===== config.mk =====
export PLATFORM = sky130hd
export DESIGN_NAME = smc_top
export DESIGN_NICKNAME = d
export VERILOG_FILES = /design/src/include/smc_pkg.sv /design/src/include/smc_wait_if.sv /design/src/smc_wait_timer.sv /design/src/smc_top.sv
export SDC_FILE = /design/constraint.sdc
export NUM_CORES = 1
export LEC_CHECK = 0
export CORE_MARGIN = 4
export CORE_UTILIZATION = 40
export DETAILED_ROUTE_END_ITERATION = 10
export DONT_BUFFER_PORTS = 1
export HOLD_SLACK_MARGIN = 0.05
export PLACE_DENSITY = 0.67
export RECOVER_POWER = 50
export SKIP_LAST_GASP = 1
export SLEW_MARGIN = 0
export SYNTH_ARGS = -nofsm -noshare
export SYNTH_HDL_FRONTEND = slang
export SYNTH_SLANG_ARGS = --single-unit

===== constraint.sdc =====
create_clock -name mclk -period 2.1 [get_ports mclk]
set_input_delay 0.105 -clock mclk [delete_from_list [all_inputs] [get_ports mclk]]
set_output_delay 0.105 -clock mclk [all_outputs]
set_load 0.02 [all_outputs]

===== src/include/smc_pkg.sv =====
// Constants for the standby mode controller: register map, fields, reset values.
// Assumes a 32-bit classic Wishbone slave port with byte addresses.
package smc_pkg;
   // Counter width for all stabilization waits
   localparam int unsigned CNT_W = 18;

   // Register byte addresses
   localparam logic [7:0] ADR_LOW_POWER = 8'h00;
   localparam logic [7:0] ADR_CLOCK_SEL = 8'h04;
   localparam logic [7:0] ADR_STATUS = 8'h08;
   localparam logic [7:0] ADR_EXT_INT = 8'h0C;

   // low_power_control_register fields
   localparam int unsigned LP_STOP_BIT = 0;
   localparam int unsigned LP_SLEEP_BIT = 1;
   localparam int unsigned LP_TBSEL_BIT = 2;
   localparam int unsigned LP_FLOAT_BIT = 3;
   localparam logic [7:0] LP_RESET = 8'h04;

   // clock_select_register fields
   localparam int unsigned CS_WS_LO = 0;
   localparam int unsigned CS_MODE_LO = 2;
   localparam int unsigned CS_MAIN_FLAG_BIT = 4;
   localparam int unsigned CS_SUB_FLAG_BIT = 5;
   localparam int unsigned CS_BUSY_BIT = 6;
   localparam logic [1:0] WS_RESET = 2'h3;

   // Status register fields
   localparam int unsigned ST_STATE_LO = 0;
   localparam int unsigned ST_PEND_BIT = 4;
   localparam int unsigned ST_KIND_LO = 5;

   // External interrupt configuration fields
   localparam int unsigned EX_EN_BIT = 0;
   localparam int unsigned EX_DET_LO = 1;
   localparam int unsigned EX_LVL_LO = 4;
   localparam int unsigned EX_FLAG_BIT = 8;
   localparam logic [2:0] EX_LVL_RESET = 3'h7;

   // Clock modes
   localparam logic [1:0] MODE_MAIN = 2'h0;
   localparam logic [1:0] MODE_PLL = 2'h1;
   localparam logic [1:0] MODE_SUB = 2'h2;

   // Requested standby kinds
   localparam logic [1:0] KIND_NONE = 2'h0;
   localparam logic [1:0] KIND_STOP = 2'h1;
   localparam logic [1:0] KIND_SLEEP = 2'h2;
   localparam logic [1:0] KIND_TBASE = 2'h3;

   // External detect conditions
   localparam logic [1:0] DET_LOW = 2'h0;
   localparam logic [1:0] DET_HIGH = 2'h1;
   localparam logic [1:0] DET_RISE = 2'h2;
   localparam logic [1:0] DET_FALL = 2'h3;

   // Requests must be strictly below this priority level to wake
   localparam logic [2:0] WAKE_LEVEL = 3'h7;

   // Fixed wait lengths in ticks
   localparam int unsigned PLL_WAIT_DEF = 16384;
   localparam int unsigned SUB_WAIT_DEF = 16384;

   typedef enum logic [2:0] {
      ST_RUN,
      ST_SWITCH,
      ST_SLEEP,
      ST_STOP,
      ST_WATCH,
      ST_TBASE,
      ST_WAKE
   } smc_state_type;
endpackage : smc_pkg


===== src/include/smc_wait_if.sv =====
// Handshake between the sequencer and its stabilization wait counter.
// Assumes both ends run on mclk.
`timescale 1ns/1ps
interface smc_wait_if;
   logic start;
   logic [smc_pkg::CNT_W-1:0] len;
   logic tick;
   logic done;
   logic busy;
   modport ctrl (output start, output len, output tick, input done, input busy);
   modport timer (input start, input len, input tick, output done, output busy);
endinterface : smc_wait_if


===== src/smc_wait_timer.sv =====
// Stabilization wait counter: counts len ticks after start, then pulses done.
// Assumes start is a one-cycle pulse and tick an enable pulse on mclk.
`timescale 1ns/1ps
module smc_wait_timer (
   input wire logic mclk,
   input wire logic rst,
   smc_wait_if.timer wt
);
   logic [smc_pkg::CNT_W-1:0] cnt_r;
   logic [smc_pkg::CNT_W-1:0] cnt_nxt;
   logic busy_r;
   logic busy_nxt;
   logic done_r;
   logic done_nxt;

   always_comb
   begin
      cnt_nxt = cnt_r;
      busy_nxt = busy_r;
      done_nxt = 1'b0;
      if (wt.start)
      begin
         cnt_nxt = wt.len;
         busy_nxt = 1'b1;
      end
      else if (busy_r && wt.tick)
      begin
         if (cnt_r <= smc_pkg::CNT_W'(1))
         begin
            cnt_nxt = '0;
            busy_nxt = 1'b0;
            done_nxt = 1'b1;
         end
         else
         begin
            cnt_nxt = cnt_r - smc_pkg::CNT_W'(1);
         end
      end
   end

   always_ff @(posedge mclk)
   begin
      if (rst)
      begin
         cnt_r <= '0;
         busy_r <= 1'b0;
         done_r <= 1'b0;
      end
      else
      begin
         cnt_r <= cnt_nxt;
         busy_r <= busy_nxt;
         done_r <= done_nxt;
      end
   end

   assign wt.done = done_r;
   assign wt.busy = busy_r;
endmodule : smc_wait_timer


===== src/smc_top.sv =====
// Standby mode controller: standby entry/exit, pin states, clock-mode switching.
// Assumes a classic Wishbone master on mclk and synchronous pin inputs.
// What this block does
// - Sleep, or deep standby without float, holds pin outputs; deep standby freezes inputs.
// - Deep standby with float set cuts input gates and turns output drivers off.
// - No standby entry while any interrupt request to the CPU is pending.
// - Held standby request proceeds once no interrupt request remains pending.
// - Interrupt request below level 7 cancels sleep, watch, timebase or stop.
// - Wake-up ignores whether the CPU currently accepts interrupts.
// - External wake input detects high level, low level, rising or falling edge.
// - Main oscillator stops in sub, watch, stop; restart waits wait-select time.
// - Subclock stops in every stop; sub-stop recovery waits a fixed SUB_WAIT_TICKS subclock ticks.
// - Main to PLL keeps CPU on main clock for fixed PLL wait.
// - Subclock mode stops main and PLL; switch to PLL waits wait-select time.
// - PLL stop recovery counts main and PLL waits together by wait-select.
// - Clock select register shows main and sub flags when switching completes.
// - Stop and sleep written together: stop wins.
`timescale 1ns/1ps
module smc_top #(
   parameter int unsigned NPIN = 8,
   parameter int unsigned WS_CYC0 = 1024,
   parameter int unsigned WS_CYC1 = 8192,
   parameter int unsigned WS_CYC2 = 32768,
   parameter int unsigned WS_CYC3 = 131072,
   parameter int unsigned PLL_WAIT_CYC = smc_pkg::PLL_WAIT_DEF,
   parameter int unsigned SUB_WAIT_TICKS = smc_pkg::SUB_WAIT_DEF,
   parameter int unsigned SUB_DIV = 4
) (
   input wire logic mclk,
   input wire logic rst,
   input wire logic wb_cyc_i,
   input wire logic wb_stb_i,
   input wire logic wb_we_i,
   input wire logic [7:0] wb_adr_i,
   input wire logic [3:0] wb_sel_i,
   input wire logic [31:0] wb_dat_i,
   output logic [31:0] wb_dat_o,
   output logic wb_ack_o,
   input wire logic per_irq_valid,
   input wire logic [2:0] per_irq_level,
   input wire logic ext_int_in,
   output logic ext_irq,
   input wire logic [NPIN-1:0] gp_out,
   input wire logic [NPIN-1:0] gp_oe,
   input wire logic [NPIN-1:0] pad_in,
   output logic [NPIN-1:0] pad_out,
   output logic [NPIN-1:0] pad_oe,
   output logic [NPIN-1:0] core_in,
   output logic cpu_clk_en,
   output logic [1:0] cpu_clk_src,
   output logic main_osc_en,
   output logic pll_en,
   output logic sub_osc_en
);
   localparam int unsigned CW = smc_pkg::CNT_W;
   localparam logic [CW-1:0] ONE = CW'(1);

   // Waits must fit the counter and be nonzero; divider 1 to 255; at least one pin
   if (WS_CYC3 >= (2 ** CW) || WS_CYC0 < 1 || PLL_WAIT_CYC < 1 || SUB_WAIT_TICKS < 1
       || PLL_WAIT_CYC >= (2 ** CW) || SUB_WAIT_TICKS >= (2 ** CW) || SUB_DIV < 1
       || SUB_DIV > 255 || NPIN < 1)
   begin : g_bad_param
      $error("smc_top: parameter out of range");
   end

   smc_wait_if wt ();

   smc_wait_timer u_timer (
      .mclk(mclk),
      .rst(rst),
      .wt(wt)
   );

   smc_pkg::smc_state_type state_r, state_nxt;
   logic ack_r, ack_nxt;
   logic [31:0] rdat_r, rdat_nxt;
   logic stop_bit_r, stop_bit_nxt;
   logic sleep_bit_r, sleep_bit_nxt;
   logic tbsel_r, tbsel_nxt;
   logic float_r, float_nxt;
   logic [1:0] ws_r, ws_nxt;
   logic [1:0] mode_req_r, mode_req_nxt;
   logic [1:0] cur_r, cur_nxt;
   logic [1:0] kind_r, kind_nxt;
   logic ex_en_r, ex_en_nxt;
   logic [1:0] ex_det_r, ex_det_nxt;
   logic [2:0] ex_lvl_r, ex_lvl_nxt;
   logic ex_flag_r, ex_flag_nxt;
   logic ex_prev_r, ex_prev_nxt;
   logic [7:0] subdiv_r, subdiv_nxt;
   logic tick_sub_r, tick_sub_nxt;
   logic main_on_r, main_on_nxt;
   logic pll_on_r, pll_on_nxt;
   logic sub_on_r, sub_on_nxt;
   logic [NPIN-1:0] hold_out_r, hold_out_nxt;
   logic [NPIN-1:0] hold_oe_r, hold_oe_nxt;
   logic [NPIN-1:0] hold_in_r, hold_in_nxt;
   logic [NPIN-1:0] pad_out_r, pad_out_nxt;
   logic [NPIN-1:0] pad_oe_r, pad_oe_nxt;
   logic [NPIN-1:0] core_in_r, core_in_nxt;

   logic req, wr, sub_tick, ex_hit, wake, pend_any, idle, deep, standby, fl_act;
   logic [31:0] rd_word;

   // Wait-select decode, shared by switching out of sub mode and main or PLL stop recovery
   function automatic logic [CW-1:0] ws_len(input logic [1:0] ws);
      case (ws)
         2'h0: ws_len = CW'(WS_CYC0);
         2'h1: ws_len = CW'(WS_CYC1);
         2'h2: ws_len = CW'(WS_CYC2);
         default: ws_len = CW'(WS_CYC3);
      endcase
   endfunction : ws_len

   always_comb
   begin
      req = wb_cyc_i & wb_stb_i;
      wr = req & ack_r & wb_we_i & wb_sel_i[0];
      sub_tick = sub_on_r && (subdiv_r == 8'h00);
      idle = (state_r == smc_pkg::ST_RUN) && !wt.busy && (kind_r == smc_pkg::KIND_NONE);
      deep = (state_r == smc_pkg::ST_STOP) || (state_r == smc_pkg::ST_WATCH)
             || (state_r == smc_pkg::ST_TBASE) || (state_r == smc_pkg::ST_WAKE);
      standby = deep || (state_r == smc_pkg::ST_SLEEP);
      fl_act = deep && float_r;
      case (ex_det_r)
         smc_pkg::DET_LOW: ex_hit = !ext_int_in;
         smc_pkg::DET_HIGH: ex_hit = ext_int_in;
         smc_pkg::DET_RISE: ex_hit = ext_int_in && !ex_prev_r;
         default: ex_hit = !ext_int_in && ex_prev_r;
      endcase
      ex_hit = ex_hit && ex_en_r;
      // level gate only, no CPU enable term
      wake = (per_irq_valid && (per_irq_level < smc_pkg::WAKE_LEVEL))
             || (ex_flag_r && (ex_lvl_r < smc_pkg::WAKE_LEVEL));
      pend_any = per_irq_valid || ex_flag_r;
      rd_word = 32'h0000_0000;
      case (wb_adr_i)
         smc_pkg::ADR_LOW_POWER:
         begin
            rd_word[smc_pkg::LP_STOP_BIT] = stop_bit_r;
            rd_word[smc_pkg::LP_SLEEP_BIT] = sleep_bit_r;
            rd_word[smc_pkg::LP_TBSEL_BIT] = tbsel_r;
            rd_word[smc_pkg::LP_FLOAT_BIT] = float_r;
         end
         smc_pkg::ADR_CLOCK_SEL:
         begin
            rd_word[smc_pkg::CS_WS_LO +: 2] = ws_r;
            rd_word[smc_pkg::CS_MODE_LO +: 2] = mode_req_r;
            rd_word[smc_pkg::CS_MAIN_FLAG_BIT] = (cur_r == smc_pkg::MODE_MAIN);
            rd_word[smc_pkg::CS_SUB_FLAG_BIT] = (cur_r == smc_pkg::MODE_SUB);
            rd_word[smc_pkg::CS_BUSY_BIT] = (cur_r != mode_req_r);
         end
         smc_pkg::ADR_STATUS:
         begin
            rd_word[smc_pkg::ST_STATE_LO +: 3] = 3'(state_r);
            rd_word[smc_pkg::ST_PEND_BIT] = pend_any;
            rd_word[smc_pkg::ST_KIND_LO +: 2] = kind_r;
         end
         smc_pkg::ADR_EXT_INT:
         begin
            rd_word[smc_pkg::EX_EN_BIT] = ex_en_r;
            rd_word[smc_pkg::EX_DET_LO +: 2] = ex_det_r;
            rd_word[smc_pkg::EX_LVL_LO +: 3] = ex_lvl_r;
            rd_word[smc_pkg::EX_FLAG_BIT] = ex_flag_r;
         end
         default: rd_word = 32'h0000_0000;
      endcase
   end

   always_comb
   begin
      state_nxt = state_r;
      ack_nxt = req & ~ack_r;
      rdat_nxt = (req & ~ack_r) ? rd_word : rdat_r;
      stop_bit_nxt = stop_bit_r;
      sleep_bit_nxt = sleep_bit_r;
      tbsel_nxt = tbsel_r;
      float_nxt = float_r;
      ws_nxt = ws_r;
      mode_req_nxt = mode_req_r;
      cur_nxt = cur_r;
      kind_nxt = kind_r;
      ex_en_nxt = ex_en_r;
      ex_det_nxt = ex_det_r;
      ex_lvl_nxt = ex_lvl_r;
      ex_flag_nxt = ex_flag_r;
      ex_prev_nxt = ext_int_in;
      subdiv_nxt = (subdiv_r == 8'(SUB_DIV - 1)) ? 8'h00 : subdiv_r + 8'h01;
      tick_sub_nxt = tick_sub_r;
      main_on_nxt = main_on_r;
      pll_on_nxt = pll_on_r;
      sub_on_nxt = sub_on_r;
      hold_out_nxt = hold_out_r;
      hold_oe_nxt = hold_oe_r;
      hold_in_nxt = hold_in_r;
      wt.start = 1'b0;
      wt.len = ONE;
      wt.tick = tick_sub_r ? sub_tick : 1'b1;

      // Flag clear by writing one; a new detection in the same cycle wins
      if (req && ack_r && wb_we_i && wb_sel_i[1] && (wb_adr_i == smc_pkg::ADR_EXT_INT)
          && wb_dat_i[smc_pkg::EX_FLAG_BIT])
         ex_flag_nxt = 1'b0;
      if (ex_hit)
         ex_flag_nxt = 1'b1;

      if (wr && (wb_adr_i == smc_pkg::ADR_EXT_INT))
      begin
         ex_en_nxt = wb_dat_i[smc_pkg::EX_EN_BIT];
         ex_det_nxt = wb_dat_i[smc_pkg::EX_DET_LO +: 2];
         ex_lvl_nxt = wb_dat_i[smc_pkg::EX_LVL_LO +: 3];
      end
      if (wr && (wb_adr_i == smc_pkg::ADR_CLOCK_SEL))
      begin
         ws_nxt = wb_dat_i[smc_pkg::CS_WS_LO +: 2];
         // mode change refused while busy or a standby is held
         if (idle && (cur_r == mode_req_r) && (wb_dat_i[smc_pkg::CS_MODE_LO +: 2] != 2'h3))
            mode_req_nxt = wb_dat_i[smc_pkg::CS_MODE_LO +: 2];
      end
      // standby writes ignored until the switch completes
      if (wr && (wb_adr_i == smc_pkg::ADR_LOW_POWER) && idle && (cur_r == mode_req_r))
      begin
         stop_bit_nxt = wb_dat_i[smc_pkg::LP_STOP_BIT];
         sleep_bit_nxt = wb_dat_i[smc_pkg::LP_SLEEP_BIT];
         tbsel_nxt = wb_dat_i[smc_pkg::LP_TBSEL_BIT];
         float_nxt = wb_dat_i[smc_pkg::LP_FLOAT_BIT];
         if (wb_dat_i[smc_pkg::LP_STOP_BIT])
            kind_nxt = smc_pkg::KIND_STOP;
         else if (wb_dat_i[smc_pkg::LP_SLEEP_BIT])
            kind_nxt = smc_pkg::KIND_SLEEP;
         else if (!wb_dat_i[smc_pkg::LP_TBSEL_BIT])
            kind_nxt = smc_pkg::KIND_TBASE;
      end

      case (state_r)
         smc_pkg::ST_RUN:
         begin
            // entry held off while requests pend
            if ((kind_r != smc_pkg::KIND_NONE) && !pend_any)
            begin
               // snapshot of pin state at entry
               hold_out_nxt = gp_out;
               hold_oe_nxt = gp_oe;
               hold_in_nxt = pad_in;
               kind_nxt = smc_pkg::KIND_NONE;
               if (kind_r == smc_pkg::KIND_STOP)
               begin
                  state_nxt = smc_pkg::ST_STOP;
                  main_on_nxt = 1'b0;
                  pll_on_nxt = 1'b0;
                  sub_on_nxt = 1'b0;
               end
               else if (kind_r == smc_pkg::KIND_SLEEP)
                  state_nxt = smc_pkg::ST_SLEEP;
               else if (cur_r == smc_pkg::MODE_SUB)
                  state_nxt = smc_pkg::ST_WATCH;
               else
                  state_nxt = smc_pkg::ST_TBASE;
            end
            else if (mode_req_r != cur_r)
            begin
               if ((cur_r == smc_pkg::MODE_MAIN) && (mode_req_r == smc_pkg::MODE_PLL))
               begin
                  // CPU stays on main during PLL wait
                  pll_on_nxt = 1'b1;
                  tick_sub_nxt = 1'b0;
                  wt.start = 1'b1;
                  wt.len = CW'(PLL_WAIT_CYC);
                  state_nxt = smc_pkg::ST_SWITCH;
               end
               else if (cur_r == smc_pkg::MODE_SUB)
               begin
                  main_on_nxt = 1'b1;
                  pll_on_nxt = (mode_req_r == smc_pkg::MODE_PLL);
                  tick_sub_nxt = 1'b0;
                  wt.start = 1'b1;
                  wt.len = ws_len(ws_r);
                  state_nxt = smc_pkg::ST_SWITCH;
               end
               else
               begin
                  cur_nxt = mode_req_r;
                  pll_on_nxt = 1'b0;
                  // subclock mode stops main and PLL
                  if (mode_req_r == smc_pkg::MODE_SUB)
                     main_on_nxt = 1'b0;
               end
            end
         end
         smc_pkg::ST_SWITCH:
            if (wt.done)
            begin
               cur_nxt = mode_req_r;
               state_nxt = smc_pkg::ST_RUN;
            end
         smc_pkg::ST_SLEEP, smc_pkg::ST_WATCH, smc_pkg::ST_TBASE:
            if (wake)
            begin
               tbsel_nxt = 1'b1;
               sleep_bit_nxt = 1'b0;
               state_nxt = smc_pkg::ST_RUN;
            end
         smc_pkg::ST_STOP:
            if (wake)
            begin
               wt.start = 1'b1;
               state_nxt = smc_pkg::ST_WAKE;
               if (cur_r == smc_pkg::MODE_SUB)
               begin
                  // fixed subclock wait on sub ticks
                  sub_on_nxt = 1'b1;
                  tick_sub_nxt = 1'b1;
                  wt.len = CW'(SUB_WAIT_TICKS);
               end
               else
               begin
                  // main and PLL waits counted as one
                  main_on_nxt = 1'b1;
                  sub_on_nxt = 1'b1;
                  pll_on_nxt = (cur_r == smc_pkg::MODE_PLL);
                  tick_sub_nxt = 1'b0;
                  wt.len = ws_len(ws_r);
               end
            end
         smc_pkg::ST_WAKE:
            if (wt.done)
            begin
               stop_bit_nxt = 1'b0;
               tick_sub_nxt = 1'b0;
               state_nxt = smc_pkg::ST_RUN;
            end
         default: state_nxt = smc_pkg::ST_RUN;
      endcase

      // pin enables from state and float select
      pad_out_nxt = standby ? hold_out_r : gp_out;
      pad_oe_nxt = fl_act ? '0 : (standby ? hold_oe_r : gp_oe);
      core_in_nxt = fl_act ? '0 : (deep ? hold_in_r : pad_in);
   end

   always_ff @(posedge mclk)
   begin
      if (rst)
      begin
         state_r <= smc_pkg::ST_RUN;
         ack_r <= 1'b0;
         rdat_r <= 32'h0000_0000;
         stop_bit_r <= smc_pkg::LP_RESET[smc_pkg::LP_STOP_BIT];
         sleep_bit_r <= smc_pkg::LP_RESET[smc_pkg::LP_SLEEP_BIT];
         tbsel_r <= smc_pkg::LP_RESET[smc_pkg::LP_TBSEL_BIT];
         float_r <= smc_pkg::LP_RESET[smc_pkg::LP_FLOAT_BIT];
         ws_r <= smc_pkg::WS_RESET;
         mode_req_r <= smc_pkg::MODE_MAIN;
         cur_r <= smc_pkg::MODE_MAIN;
         kind_r <= smc_pkg::KIND_NONE;
         ex_en_r <= 1'b0;
         ex_det_r <= smc_pkg::DET_LOW;
         ex_lvl_r <= smc_pkg::EX_LVL_RESET;
         ex_flag_r <= 1'b0;
         ex_prev_r <= 1'b0;
         subdiv_r <= 8'h00;
         tick_sub_r <= 1'b0;
         main_on_r <= 1'b1;
         pll_on_r <= 1'b0;
         sub_on_r <= 1'b1;
         hold_out_r <= '0;
         hold_oe_r <= '0;
         hold_in_r <= '0;
         pad_out_r <= '0;
         pad_oe_r <= '0;
         core_in_r <= '0;
      end
      else
      begin
         state_r <= state_nxt;
         ack_r <= ack_nxt;
         rdat_r <= rdat_nxt;
         stop_bit_r <= stop_bit_nxt;
         sleep_bit_r <= sleep_bit_nxt;
         tbsel_r <= tbsel_nxt;
         float_r <= float_nxt;
         ws_r <= ws_nxt;
         mode_req_r <= mode_req_nxt;
         cur_r <= cur_nxt;
         kind_r <= kind_nxt;
         ex_en_r <= ex_en_nxt;
         ex_det_r <= ex_det_nxt;
         ex_lvl_r <= ex_lvl_nxt;
         ex_flag_r <= ex_flag_nxt;
         ex_prev_r <= ex_prev_nxt;
         subdiv_r <= subdiv_nxt;
         tick_sub_r <= tick_sub_nxt;
         main_on_r <= main_on_nxt;
         pll_on_r <= pll_on_nxt;
         sub_on_r <= sub_on_nxt;
         hold_out_r <= hold_out_nxt;
         hold_oe_r <= hold_oe_nxt;
         hold_in_r <= hold_in_nxt;
         pad_out_r <= pad_out_nxt;
         pad_oe_r <= pad_oe_nxt;
         core_in_r <= core_in_nxt;
      end
   end

   // CPU clock gated in every standby and recovery state
   assign cpu_clk_en = (state_r == smc_pkg::ST_RUN) || (state_r == smc_pkg::ST_SWITCH);
   assign cpu_clk_src = cur_r;
   assign main_osc_en = main_on_r;
   assign pll_en = pll_on_r;
   assign sub_osc_en = sub_on_r;
   assign ext_irq = ex_flag_r;
   assign wb_ack_o = ack_r;
   assign wb_dat_o = rdat_r;
   assign pad_out = pad_out_r;
   assign pad_oe = pad_oe_r;
   assign core_in = core_in_r;
endmodule : smc_top


* Word level (Yosys, flattened, before mapping)
Index checks and enable logic that the tools add are counted.
** Storage, ports and cells
- Register bits after elaboration :: 112
- Word-level logic and storage cells :: 237
- Input bits :: 78
** Cells by class
- Bitwise gates (word level) :: 7
- Equal/unequal tests :: 42
- Reductions and logical operators :: 63
- Multiplexer cells :: 90
- $add $sub $neg :: 2
- Order comparisons :: 3
** Operator list (number)
- two-way mux 18 bit :: 9
- case mux 18 bit (3 select lines) :: 1
- two-way mux 1 bit :: 45
- case mux 18 bit (2 select lines) :: 1
- two-way mux 3 bit :: 9
- logical AND 1 bit :: 24
- two-way mux 8 bit :: 3
- case mux 3 bit (4 select lines) :: 2
- two-way mux 2 bit :: 11
- inequality test 2 bit, second input constant :: 10
- <= comparator 18 x 1 -> 1 bit, second input constant :: 1
- subtractor 18 x 1 -> 18 bit, second input constant :: 1
- equality test 8 x 4 -> 1 bit, second input constant :: 2
- logical NOT 8 bit :: 2
- inequality test 3 bit, second input constant :: 4
- AND reduction 6 bit :: 2
- nonzero test 2 bit :: 6
- equality test 2 x 1 -> 1 bit, second input constant :: 5
- equality test 2 bit, second input constant :: 5
- case mux 1 bit (2 select lines) :: 5
- AND reduction 5 bit :: 2
- equality test 3 bit, second input constant :: 3
- case mux 3 bit (3 select lines) :: 1
- adder 8 x 1 -> 8 bit, second input constant :: 1
- other kinds (23) :: 52

* Longest topological paths before layout
Gate-level depths: netlist (run 1).
- Word-level depth :: 10
- Mapped depth :: 9

* Hierarchy
Synthesis (run 1) repeated with hierarchy kept, for this count alone.
** Second synthesis, totals
- Cell total of the unflattened synthesis :: 682
- Area total of the unflattened synthesis :: 5656.7 µm²
** Modules (own cells, without submodules)
- smc_top :: times used 1, cells each 523, sequential area each 1841.8 µm², area each 4312.9 µm²
- smc_wait_timer :: times used 1, cells each 159, sequential area each 400.4 µm², area each 1343.8 µm²

* Least setup slack after synthesis (run 1)
Ideal clock, no wire load.
- Path type :: register to register
- From :: register cur_r[1], in the netlist cpu_clk_src[1]
- To :: register u_timer.cnt_r[16] (netlist name)
- Cell stages (with the launch flop) :: 8
- Arrival time :: 2114 ps
- Required time :: 2030 ps
- Path buffers :: 2
- Setup time :: 70 ps
- Path slack :: -83 ps
- Path through :: dfxtp_1 clkbuf_1 o21bai_1 a2111oi_4 a221oi_2 buf_6 or4_1 a21oi_1
** Between the ends
- Cells in the longest elaborated chain, start to end :: 7
- Elaborated cells between the ends (all ways) :: 18
- Classes of those cells :: 2 x eq/ne; 13 x mux; 3 x reduce/logical
** RTL lines
- start, declared :: RTL line smc_top.sv:83 : logic [1:0] cur_r, cur_nxt;
- start signal, assigned :: RTL line smc_top.sv:354 : cur_r <= smc_pkg::MODE_MAIN;
- start signal, assigned :: RTL line smc_top.sv:384 : cur_r <= cur_nxt;
- equality test 2 bit / logical NOT 2 bit (equally long branches) :: RTL line smc_top.sv:271, smc_top.sv:308, smc_top.sv:262
- two-way mux 18 bit, or another cell as far along :: RTL line smc_top.sv:271 : else if (cur_r == smc_pkg::MODE_SUB)
- two-way mux 18 bit / two-way mux 1 bit (equally long branches) :: RTL line smc_top.sv:262 : if ((cur_r == smc_pkg::MODE_MAIN) && (mode_req_r == smc_pkg::MODE_PLL))
- two-way mux 18 bit / two-way mux 1 bit (equally long branches) :: RTL line smc_top.sv:260 : else if (mode_req_r != cur_r)
- two-way mux 18 bit / two-way mux 1 bit (equally long branches) :: RTL line smc_top.sv:239 : if ((kind_r != smc_pkg::KIND_NONE) && !pend_any)
- case mux 18 bit (2 select lines) / case mux 1 bit (2 select lines) (equally long branches) :: RTL line smc_top.sv:235 : case (state_r)
- two-way mux 18 bit / nonzero test 2 bit (equally long branches)
- end signal, assigned :: RTL line smc_wait_timer.sv:51 : cnt_r <= cnt_nxt;
- end, declared :: RTL line smc_wait_timer.sv:9 : logic [smc_pkg::CNT_W-1:0] cnt_r;
Several ways; a longest one is shown, not always the timed one.
A chain may end at the register's enable or synchronous reset.

* Worst setup path in the final report (run 1)
- From :: register subdiv_r[4]
- To :: register u_timer.cnt_r[3] (netlist name)
** Between the ends
- Cells in the longest elaborated chain, start to end :: 5
** RTL lines
- start, declared :: RTL line smc_top.sv:90 : logic [7:0] subdiv_r, subdiv_nxt;
- start signal, assigned :: RTL line smc_top.sv:391 : subdiv_r <= subdiv_nxt;
- logical NOT 8 bit :: RTL line smc_top.sv:119 : sub_tick = sub_on_r && (subdiv_r == 8'h00);
- logical AND 1 bit :: RTL line smc_top.sv:119
- two-way mux 1 bit :: RTL line smc_top.sv:198 : wt.tick = tick_sub_r ? sub_tick : 1'b1;
- logical AND 1 bit :: RTL line smc_wait_timer.sv:26 : else if (busy_r && wt.tick)
- nonzero test 2 bit (no source line)
No other way between the ends.

==> summary.md, run 1 <==
| Metric | Value |
|---|---|
| Vias in the first global route | `4757` |
| Number of synthesized flops with an enable pin | `0` |
| Max Root-Sink Buffers | `2` |
| Cell types occupying the most area after synthesis | `dfxtp_1 42%, nand2_1 7.9%, a21oi_1 7.0%` |
| Fillcell total | `1196` |
| CTS tree | `built` |
| Crit-path max cell delay | `0.56 ns` |
| P_leak | `2.658 nW` |
| Ys Warns | `0` |
| 1st-pass router iterations | `5` |
| Status | `complete, but fails checks` |
| Slowest-stage cell, CP | `or4_4` |
| Dominant synthesized flop cell | `dfxtp_1` |
| Post-DP HPWL | `9864 µm` |
| Syn Std Cell Area | `0.005398 mm²` |
| CP endpoint kind | `flip-flop` |
| HP Class | `primary input to flip-flop` |
| DRT Wirelength | `15120 µm` |
| Antenna violations before repair | `0` |
| First-pass GRT wire length | `22710 µm` |
| Area of the core | `0.01324 mm²` |
| GRT Total Usage | `18.35%` |
| Final setup fails | `2` |
| Routability Congestion | `0.8433` |
| IO buf count | `0` |
| Hold slack | `0.06447 ns` |
| CP required | `2.39 ns` |
| Final hold violations | `0` |
| Initial core utilization | `40.76%` |
| Worst r2r src | `subdiv_r[4]$_SDFF_PP0_` |
| Worst slew margin | `56.59%` |
| Max Fclk | `469.6 MHz` |
| Setup TNS | `-0.03870 ns` |
| Htree depth | `3` |
| Hold Startpoint | `wb_stb_i` |
| Final Cell Area | `0.006889 mm²` |
| DR vias/cell | `5.560` |
| DRC | `0` |
| Wire length per cell | `16.59 µm` |
| Clk_lat worst skew | `0.36 ns` |
| CTS Buf Count | `9` |
| RSZ-0062 raised after global routing | `yes` |
| Die height | `124.2 µm` |
| Worst VDD drop | `0.0005168 V` |
| Seq/Total Area, Yosys | `41.54%` |
| # nets final | `815` |
| Row cnt | `42` |
| Final min period | `2.129 ns` |
| Share of the synthesized area in the top cell type | `41.54%` |
| Area leader, netlist | `dfxtp_1` |
| Post-Syn Instances | `641` |
| Worst hold path depth | `2` |
| Post-Syn Area per Cell | `8.421 µm²` |
| IO Pins | `142` |
| Pwr dens | `742.3 mW/mm²` |
| R2R Setup Slk | `-0.03 ns` |
| Die Width | `124.2 µm` |
| GRT overflow | `0` |
| Hold Path Sink | `wb_ack_o$_SDFF_PP0_` |
| Kind of critical path | `flip-flop to flip-flop` |
| Max_cap viols | `0` |
| CTS sink cnt | `112` |
| Clock Pin Slew Worst Setup and Hold Paths | `0.08 ns` |
| DRT iter0 DRCs | `477` |
| Placed Area | `0.005831 mm²` |
| Antenna diode instance count | `0` |
| Area Growth Syn to Fin | `27.63%` |
| Failing checks | `setup timing` |
| Worst slew pin tran | `0.6512 ns` |
| Post-route worst setup slack | `-0.02941 ns` |
| Crit start category | `flip-flop` |
| Synthesis-stage register bit count | `112` |
| Netlist cell types | `75` |
| Power Total | `5.114 mW` |
| Worst path cell trace | `or4_4, o41ai_4, buf_6, a221oi_4, or4_1, a21oi_2` |
| Proportion of layout cells with a drive suffix above 1 | `18.50%` |
| Via count | `5065` |
| DRT antenna net count | `0` |
| Ys async rst share | `0%` |
| Reg2reg path depth | `6` |
| Pin count of the biggest net entering global routing | `65` |
| Die area | `0.01542 mm²` |
| DP Worst Slack | `-0.3102 ns` |
| Slew Limit Fails | `0` |
| Reg2reg end | `u_timer.cnt_r[3]$_SDFFE_PP0P_` |
| Crit share post-route | `101.4%` |
| CP Data Arrival Time | `2.42 ns` |
| Root buf cell | `clkbuf_16` |
| Clock Skews | `0.008649 ns` |
| Worst-path maximum fanout | `5` |
synth_stat cells (6+ instances only):
cell      number
clkbuf_1      24
or4_1          7
nor4_1         8
a21oi_1       75
nand3_1       18
mux2i_1       20
dfxtp_1      112
a22oi_1        7
nand3b_1       8
nand4_1        8
or3_1         10
nor2_1        45
nand2_1      114
o31ai_1        8
ha_1           7
inv_1         20
buf_4         24
nor3_1         6
o21ai_0       17
worst max-delay path, delay by kind of cell, from the launching register on:
| kind | cells | cell delay, ns |
|---|---|---|
| compound gates | 3 | 0.49 |
| flops | 1 | 0.32 |
| buf+inv | 1 | 0.18 |
| simple gates | 2 | 1.07 |
registers in the layout, indices dropped and copies added, names as in the netlist, 2 cells and up:
signal         cells
u_timer.cnt_r     18
wb_dat_o           8
ex_lvl_r           3
hold_out_r         8
hold_in_r          8
cpu_clk_src        2
pad_out            8
core_in            8
ex_det_r           2
kind_r             2
subdiv_r           8
hold_oe_r          8
ws_r               2
state_r            3
pad_oe             8
mode_req_r         2
layout make-up:
class	instances	area (µm²)	share of cell area, %
sequential	112	2246	32.60
clock buffer	10	239.0	3.469
inverter	21	78.83	1.144
multi-input combinational	475	3052	44.30
timing repair buffer	111	975.9	14.17
clock inverter	6	77.57	1.126
tap	176	220.2	3.197
worst max-delay path by stage:
stage / startpoint / endpoint / cells past startpoint
6_report: subdiv_r[4]$_SDFF_PP0_ / u_timer.cnt_r[3]$_SDFFE_PP0P_ / 6
5_1_grt: subdiv_r[4]$_SDFF_PP0_ / u_timer.cnt_r[7]$_SDFFE_PP0P_ / 6
3_3_place_gp: kind_r[0]$_SDFF_PP0_ / u_timer.cnt_r[12]$_SDFFE_PP0P_ / 8
3_5_place_dp: kind_r[0]$_SDFF_PP0_ / u_timer.cnt_r[12]$_SDFFE_PP0P_ / 8
2_1_floorplan: subdiv_r[4]$_SDFF_PP0_ / u_timer.cnt_r[16]$_SDFFE_PP0P_ / 6
4_1_cts: subdiv_r[4]$_SDFF_PP0_ / u_timer.cnt_r[3]$_SDFFE_PP0P_ / 6
metrics by stage:
stage | utilization [%] | cells
4_1_cts | 49.86 | 902
6_report | 52.02 | 911
3_5_place_dp | 44.03 | 845
3_3_place_gp | 44.03 | 845
5_1_grt | 52.02 | 911
2_1_floorplan | - | 664
routing by layer:
layer  vias to the layer above  track usage [%]  part of all wire [%]
met5                         -                0                     0
li1                       2409                -                     -
met4                         0            4.107                   1.5
met1                      2430            22.09                    42
met2                       195            32.43                    50
met3                        31            5.223                   6.6
cells in the final DEF, fill, tap and decap left out, drive strengths merged, types with 3 or more instances in the layout:
| cell type | Yosys | layout |
|---|---|---|
| a221oi | 5 | 7 |
| a211o | 3 | 3 |
| a21o | 3 | 3 |
| a22oi | 7 | 7 |
| o31ai | 8 | 8 |
| or4b | 3 | 3 |
| inv | 20 | 22 |
| o41ai | 5 | 5 |
| a31oi | 3 | 3 |
| clkinv | 1 | 4 |
| dfxtp | 112 | 112 |
| nand2b | 5 | 5 |
| nand2 | 114 | 114 |
| clkbuf | 26 | 19 |
| mux2i | 20 | 20 |
| and2 | 4 | 4 |
| buf | 31 | 66 |
| dlygate4sd3 | 0 | 36 |
| mux4 | 3 | 3 |
| nand4 | 8 | 8 |
| and3 | 3 | 3 |
| or4 | 8 | 8 |
| nand3b | 8 | 8 |
| xor2 | 5 | 5 |
| a21oi | 75 | 75 |
| or3 | 12 | 12 |
| conb | 1 | 24 |
| ha | 7 | 7 |
| nor4 | 9 | 9 |
| o21ai | 18 | 18 |
| nor2 | 45 | 45 |
| xnor2 | 5 | 5 |
| nor2b | 5 | 5 |
| nand3 | 18 | 18 |
| nor3 | 7 | 7 |
power breakdown:
part / switching (mW) / total, mW / internal (mW)
Sequential: 0.130 / 2.34 / 2.21
Combinational: 0.581 / 0.965 / 0.385
Clock: 0.831 / 1.81 / 0.978
Total: 1.54 / 5.11 / 3.57
kinds of logic (layout without fill, tap and decap cells):
family	Yosys count	count (layout)	synth area share, %
DFF	112	112	41.54
other	1	24	0.06947
and+or+nand+nor	252	252	22.51
xor gates and xnor gates	10	10	1.762
adders and majority gates	7	7	1.623
muxes	24	24	5.169
AOI/OAI and AO/OA	156	158	19.15
buffers and inverters	79	148	8.183
what timing repair did:
| action | 4_1_cts | 5_1_grt |
|---|---|---|
| cloned | 1 | 3 |
| endpoints found under the hold margin | 88 | 0 |
| setup endpoints to repair | 15 | 22 |
| hold buffers | 37 | 0 |
| resized for setup | 5 | 44 |
| setup buffers | 3 | 6 |
| pin swaps | 4 | 15 |
(Power assumes the default switching activity.)
==> inputs of run 2 (changes only) <==
- CORE_MARGIN: 4 -> 2
- PLACE_DENSITY: 0.67 -> 0.52
==> run 2 against run 1 <==
Net effect:
- the flow now finishes without violations
- maximum frequency grew 1.4%
- sequential share of layout area grew 0.24 points
- clock power shrank 3%
- setup slack improved by 0.030 ns
- flip-flop and latch count stayed put
- final area fell by 0.69%
- via count is 2.1% lower
- first-iteration DRC count decreased by 46%
- core utilization decreased by 0.15 points
- register-to-register slack better by 0.03 ns
- sequential power about the same
- combinational power grew 5%
- largest power group unchanged
==> summary.md, run 2 (synthesis results as in run 1) <==
| Metric | Value |
|---|---|
| Status | `complete, no violations (was complete, but fails checks)` |
| GRT Total Usage | `20.10% (was 18.35%)` |
| CP required | `2.39 ns (about the same)` |
| Crit-path max cell delay | `0.55 ns (was 0.56 ns)` |
| Initial core utilization | `40.92% (was 40.76%)` |
| Fillcell total | `1252 (was 1196)` |
| Clock Skews | `0.01057 ns (was 0.008649 ns)` |
| Die area | `0.01444 mm² (was 0.01542 mm²)` |
| Pwr dens | `745.1 mW/mm² (was 742.3 mW/mm²)` |
| Clock Pin Slew Worst Setup and Hold Paths | `0.08 ns (about the same)` |
| Routability Congestion | `0.8644 (was 0.8433)` |
| Root buf cell | `clkbuf_16 (unchanged)` |
| Antenna diode instance count | `0 (unchanged)` |
| Max Root-Sink Buffers | `2 (unchanged)` |
| Final hold violations | `0 (unchanged)` |
| P_leak | `2.681 nW (was 2.658 nW)` |
| Crit start category | `flip-flop (unchanged)` |
| Reg with most FFs | `u_timer.cnt_r (unchanged)` |
| IO Pins | `142 (unchanged)` |
| Post-DP HPWL | `9758 µm (was 9864 µm)` |
| Row cnt | `42 (unchanged)` |
| Wire length per cell | `15.80 µm (was 16.59 µm)` |
| CTS tree | `built (unchanged)` |
| Via count | `4960 (was 5065)` |
| Placed Cells | `858 (was 845)` |
| Max FFs per register | `18 (unchanged)` |
| CP endpoint kind | `flip-flop (unchanged)` |
| Worst path cell trace | `or4_4, o41ai_4, buf_6, a221oi_4, or4b_4, a21oi_2 (was or4_4, o41ai_4, buf_6, a221oi_4, or4_1, a21oi_2)` |
| GRT overflow | `0 (unchanged)` |
| Proportion of layout cells with a drive suffix above 1 | `18.45% (was 18.50%)` |
| Kind of critical path | `flip-flop to flip-flop (unchanged)` |
| Htree depth | `3 (unchanged)` |
| Reg2reg path depth | `6 (unchanged)` |
| Worst-path maximum fanout | `5 (unchanged)` |
| CP top delay family | `simple AND/OR/NAND/NOR gates (unchanged)` |
| Max_cap viols | `0 (unchanged)` |
| Die height | `120.2 µm (was 124.2 µm)` |
| Max Fclk | `476.4 MHz (was 469.6 MHz)` |
| Flip-flop and latch area | `0.002247 mm² (was 0.002246 mm²)` |
| Worst VDD drop | `0.0004440 V (was 0.0005168 V)` |
| HP Class | `primary input to flip-flop (unchanged)` |
| Commonest non-fill, non-tap cell in the layout | `nand2_1 (unchanged)` |
| Final setup fails | `0 (was 2)` |
| CP Data Arrival Time | `2.39 ns (was 2.42 ns)` |
| DR vias/cell | `5.368 (was 5.560)` |
| Vias in the first global route | `4555 (was 4757)` |
| Die Width | `120.2 µm (was 124.2 µm)` |
| CTS Buf Count | `9 (unchanged)` |
| Slew Limit Fails | `0 (unchanged)` |
| RSZ-0062 raised after global routing | `yes (unchanged)` |
| DRT Wirelength | `14600 µm (was 15120 µm)` |
| Footprint of the multi-input gates | `0.002932 mm² (was 0.003052 mm²)` |
| DRT iter0 DRCs | `258 (was 477)` |
| Clk_lat worst skew | `0.37 ns (was 0.36 ns)` |
| 1st-pass router iterations | `5 (unchanged)` |
| Worst slew pin tran | `0.6019 ns (was 0.6512 ns)` |
| DRT antenna net count | `0 (unchanged)` |
| Area of the core | `0.01319 mm² (was 0.01324 mm²)` |
| Most frequent cells in the layout | `113 x nand2_1, 108 x dfxtp_1, 73 x a21oi_1 (was 112 x nand2_1, 109 x dfxtp_1, 72 x a21oi_1)` |
| Area Growth Syn to Fin | `26.75% (was 27.63%)` |
| Worst slew margin | `59.87% (was 56.59%)` |
| Slowest-stage cell, CP | `or4_4 (unchanged)` |
| Pin count of the biggest net entering global routing | `63 (was 65)` |
| First-pass GRT wire length | `23190 µm (was 22710 µm)` |
| IO buf count | `0 (unchanged)` |
| Final min period | `2.099 ns (was 2.129 ns)` |
| Crit share post-route | `99.96% (was 101.4%)` |
| Finished Layout Cells | `924 (was 911)` |
| Antenna violations before repair | `0 (unchanged)` |
| Finished Core Util | `51.87% (was 52.02%)` |
| Crit path depth | `6 (unchanged)` |
| DRC | `0 (unchanged)` |
| # nets final | `828 (was 815)` |
| CP Buf/Inv Count | `1 (unchanged)` |
| Worst hold path depth | `3 (was 2)` |
| CTS sink cnt | `112 (unchanged)` |
[run 2: cell count changes in the layout (fill, tap and decap cells not counted), moves of 2 or more]
cell / before / now
clkbuf_2: 0 / 2
clkinv_8: 1 / 4
xnor2_2: 3 / 1
buf_4: 56 / 71
clkbuf_1: 8 / 6
or4_4: 3 / 1
or4_1: 5 / 7
xnor2_1: 2 / 4
[run 2: worst paths after layout]
check | from | end | slack [ns]
worst min-delay path | rst | u_timer.cnt_r[0]$_SDFFE_PP0P_ | 0.06
worst max-delay path | subdiv_r[5]$_SDFF_PP0_ | u_timer.cnt_r[7]$_SDFFE_PP0P_ | 0.0007
worst min register to register | hold_oe_r[0]$_SDFFE_PP0P_ | pad_oe[0]$_SDFF_PP0_ | 0.46
worst max register to register | subdiv_r[5]$_SDFF_PP0_ | u_timer.cnt_r[7]$_SDFFE_PP0P_ | 0.0007
[run 2: layer usage]
| metal | global-route usage [%] | share of wire [%] |
|---|---|---|
| met4 | 4.853 | 1.1 |
| met1 | 26.64 | 46 |
| met2 | 32.49 | 47 |
| met5 | 0 | 0 |
| met3 | 5.513 | 5.8 |
[run 2: final cells by class]
cell class / instances / area share, %
Multi-Input combinational cell: 475 / 42.85
Sequential cell: 112 / 32.85
Timing Repair Buffer: 124 / 15.36
Clock buffer: 9 / 3.292
Tap cell: 176 / 3.219
Clock inverter: 7 / 1.280
Inverter: 21 / 1.152
[run 2: worst min-delay path, cell delays in order]
cell and delay (ns):
a211o_1 0.10, buf_4 0.14, a21oi_1 0.04
[run 2: metrics by stage]
step                instance area, µm²  hold WS [ns]  setup slack (ns)  setup TNS, ns  power (mW)
floorplan                         5487        0.2098          0.005774              0       2.998
CTS                               6711       0.05155         -0.006592      -0.006592       5.129
global placement                  5928        0.1834           -0.2762         -2.060       3.286
global route                      6842       0.06613          -0.06968        -0.3078       5.330
finish                            6842       0.06494         0.0007407              0       5.098
detailed placement                5928        0.1829           -0.4012         -3.579       3.287
[run 2: timing repair]
item / 4_1_cts / 5_1_grt
setup endpoints to repair: 13 / 15
buffers inserted: 3 / 9
gates resized for setup: 7 / 24
cloned: 2 / 0
hold endpoints to repair: 86 / 0
hold buffers: 38 / 0
pin swaps: 8 / 9
[run 2: report_power, final]
part / total (mW) / leakage (nW) / internal [mW] / switching [mW]
combinational: 1.01 / 1.62 / 0.428 / 0.583
clock: 1.75 / 0.151 / 0.853 / 0.892
sequential: 2.34 / 0.912 / 2.21 / 0.130
==> inputs of run 3 (changes only) <==
- CORE_MARGIN: 2 -> not set
- CTS_BUF_LIST: not set -> sky130_fd_sc_hd__clkbuf_16
==> run 3 against run 2 <==
Net effect:
- the run now ends with setup timing left
- clock skew about the same
- sequential power about the same
- register-to-register slack worse by 0.02 ns
- first-iteration DRC count up 22%
- maximum frequency down 1.0%
- setup slack worse by 0.022 ns
- flip-flop and latch count unchanged
- clock power about the same
- die area down 3.3%
- final area about the same
- count of clock-buffer cells in the layout unchanged
- combinational power about the same
==> summary.md, run 3 (synthesis results as in run 1) <==
| Metric | Value |
|---|---|
| Status | `complete, but fails checks (was complete, no violations)` |
| Failing checks | `setup timing` |
| Initial core utilization | `40.92% (unchanged)` |
| IO buf count | `0 (unchanged)` |
| 1st-pass router iterations | `5 (unchanged)` |
| Worst path cell trace | `or4_4, o41ai_4, buf_4, a221oi_4, or4b_4, a21oi_2 (was or4_4, o41ai_4, buf_6, a221oi_4, or4b_4, a21oi_2)` |
| Max Fclk | `471.4 MHz (was 476.4 MHz)` |
| Vias in the first global route | `4737 (was 4555)` |
| Final setup fails | `6 (was 0)` |
| Pwr dens | `742.1 mW/mm² (was 745.1 mW/mm²)` |
| P_leak | `2.645 nW (was 2.681 nW)` |
| First-pass GRT wire length | `23730 µm (was 23190 µm)` |
| Final hold violations | `0 (unchanged)` |
| Htree depth | `3 (unchanged)` |
| Final Cell Area | `0.006843 mm² (was 0.006842 mm²)` |
| Footprint of the multi-input gates | `0.003010 mm² (was 0.002932 mm²)` |
| HP Class | `primary input to flip-flop (unchanged)` |
| Kind of critical path | `flip-flop to flip-flop (unchanged)` |
| Setup TNS | `-0.08021 ns (was 0 ns)` |
| CP Buf/Inv Count | `1 (unchanged)` |
| CTS tree | `built (unchanged)` |
| Worst VDD drop | `0.0004868 V (was 0.0004440 V)` |
| Area Growth Syn to Fin | `26.77% (was 26.75%)` |
| Post-DP HPWL | `9653 µm (was 9758 µm)` |
| Clk_lat worst skew | `0.36 ns (was 0.37 ns)` |
| Wire length per cell | `15.91 µm (was 15.80 µm)` |
| DR vias/cell | `5.434 (was 5.368)` |
| CP required | `2.39 ns (about the same)` |
| # nets final | `820 (was 828)` |
| RSZ-0062 raised after global routing | `yes (unchanged)` |
| Worst-path maximum fanout | `10 (was 5)` |
| CTS sink cnt | `112 (unchanged)` |
| Crit-path max cell delay | `0.56 ns (was 0.55 ns)` |
| Hold Path Sink | `kind_r[0]$_SDFF_PP0_ (was u_timer.cnt_r[0]$_SDFFE_PP0P_)` |
| Via count | `4978 (was 4960)` |
| Most frequent cells in the layout | `112 x nand2_1, 108 x dfxtp_1, 69 x a21oi_1 (was 113 x nand2_1, 108 x dfxtp_1, 73 x a21oi_1)` |
| Flip-flop and latch area | `0.002247 mm² (unchanged)` |
| Worst hold path depth | `2 (was 3)` |
| Max Root-Sink Buffers | `2 (unchanged)` |
| CP Data Arrival Time | `2.42 ns (was 2.39 ns)` |
| Final min period | `2.121 ns (was 2.099 ns)` |
| Reg2reg path depth | `6 (unchanged)` |
| Die area | `0.01396 mm² (was 0.01444 mm²)` |
| CP endpoint kind | `flip-flop (unchanged)` |
| Antenna diode instance count | `0 (unchanged)` |
| Routability Congestion | `0.8234 (was 0.8644)` |
| Hold Startpoint | `wb_dat_i[1] (was rst)` |
| Die height | `118.2 µm (was 120.2 µm)` |
| Die Width | `118.2 µm (was 120.2 µm)` |
| Root buf cell | `clkbuf_16 (unchanged)` |
| Slowest-stage cell, CP | `or4_4 (unchanged)` |
| DRT iter0 DRCs | `315 (was 258)` |
| Clock Pin Slew Worst Setup and Hold Paths | `0.08 ns (about the same)` |
| R2R Setup Slk | `-0.02 ns (was 0.0007 ns)` |
| Clock Skews | `0.01051 ns (was 0.01057 ns)` |
| Max_cap viols | `0 (unchanged)` |
| Antenna violations before repair | `0 (unchanged)` |
| Commonest non-fill, non-tap cell in the layout | `nand2_1 (unchanged)` |
| Row cnt | `42 (unchanged)` |
| DRT Wirelength | `14580 µm (was 14600 µm)` |
| Placed Area | `0.005903 mm² (was 0.005928 mm²)` |
| Proportion of layout cells with a drive suffix above 1 | `19.05% (was 18.45%)` |
| Worst slew margin | `48.30% (was 59.87%)` |
| DRT antenna net count | `0 (unchanged)` |
| Max FFs per register | `18 (unchanged)` |
| Worst r2r src | `subdiv_r[4]$_SDFF_PP0_ (was subdiv_r[5]$_SDFF_PP0_)` |
| Finished Layout Cells | `916 (was 924)` |
| GRT Total Usage | `21.22% (was 20.10%)` |
| Power Total | `5.078 mW (was 5.098 mW)` |
| Crit start category | `flip-flop (unchanged)` |
| Post-route worst setup slack | `-0.02139 ns (was 0.0007407 ns)` |
| Reg2reg end | `u_timer.cnt_r[9]$_SDFFE_PP0P_ (was u_timer.cnt_r[7]$_SDFFE_PP0P_)` |
| Fillcell total | `1255 (was 1252)` |
| IO Pins | `142 (unchanged)` |
| DRC | `0 (unchanged)` |
| Crit share post-route | `101.0% (was 99.96%)` |
| CTS Buf Count | `9 (unchanged)` |
| GRT overflow | `0 (unchanged)` |
| Worst slew pin tran | `0.7755 ns (was 0.6019 ns)` |
| Reg with most FFs | `u_timer.cnt_r (unchanged)` |
| Slew Limit Fails | `0 (unchanged)` |
| Area of the core | `0.01319 mm² (unchanged)` |
| Placed Cells | `853 (was 858)` |
| CP top delay family | `simple AND/OR/NAND/NOR gates (unchanged)` |
| Pin count of the biggest net entering global routing | `63 (unchanged)` |
[run 3: how the worst max path moves through the flow]
stage	to	cells past startpoint	slack (ns)	from
2_1_floorplan	u_timer.cnt_r[16]$_SDFFE_PP0P_	6	0.006	subdiv_r[4]$_SDFF_PP0_
3_3_place_gp	u_timer.cnt_r[13]$_SDFFE_PP0P_	8	-0.34	kind_r[0]$_SDFF_PP0_
3_5_place_dp	u_timer.cnt_r[13]$_SDFFE_PP0P_	8	-0.43	kind_r[0]$_SDFF_PP0_
4_1_cts	u_timer.cnt_r[8]$_SDFFE_PP0P_	7	-0.05	state_r[0]$_SDFFE_PP0P_
5_1_grt	u_timer.cnt_r[9]$_SDFFE_PP0P_	5	-0.1	u_timer.cnt_r[3]$_SDFFE_PP0P_
6_report	u_timer.cnt_r[9]$_SDFFE_PP0P_	6	-0.02	subdiv_r[4]$_SDFF_PP0_
[run 3: final cells by class]
class,instances,area share [%]
clock buffer,9,3.291
timing repair buffer,116,14.46
sequential,112,32.84
tap,176,3.218
clock inverter,7,1.042
inverter,21,1.152
multi-input combinational,475,43.99
[run 3: worst reg2reg max path, delay by kind of cell (launching register included)]
family,cells,cell delay (ns)
AO/OA/AOI/OAI,3,0.45
buffers and inverters,1,0.18
flip-flops,1,0.32
AND/OR/NAND/NOR,2,1.11
[run 3: timing repair]
action                                  CTS  global route
cloned                                    2             0
hold buffers                             38             0
hold endpoints to repair                 86             0
pin swaps                                 4            12
setup buffers                             5             3
endpoints found under the setup margin   14            17
gates resized for setup                   8            31
[run 3: stage by stage]
stage,hold slack [ns],util (%),worst slack [ns]
finish,0.06262,51.88,-0.02139
global placement,0.1808,44.75,-0.3360
CTS,0.05470,50.79,-0.04585
global route,0.06163,51.88,-0.09868
detailed placement,0.1842,44.75,-0.4282
floorplan,0.2098,-,0.005774
[run 3: metal layers]
layer / routed length, µm / track usage [%]
met1: 6574 / 27.14
met5: 0 / 0
met3: 805 / 4.151
met2: 6954 / 34.71
met4: 242 / 9.215
[run 3: report_power, final]
| group | switching [mW] | internal (mW) |
|---|---|---|
| clock | 0.877 | 0.844 |
| sequential | 0.122 | 2.21 |
| combinational | 0.597 | 0.425 |
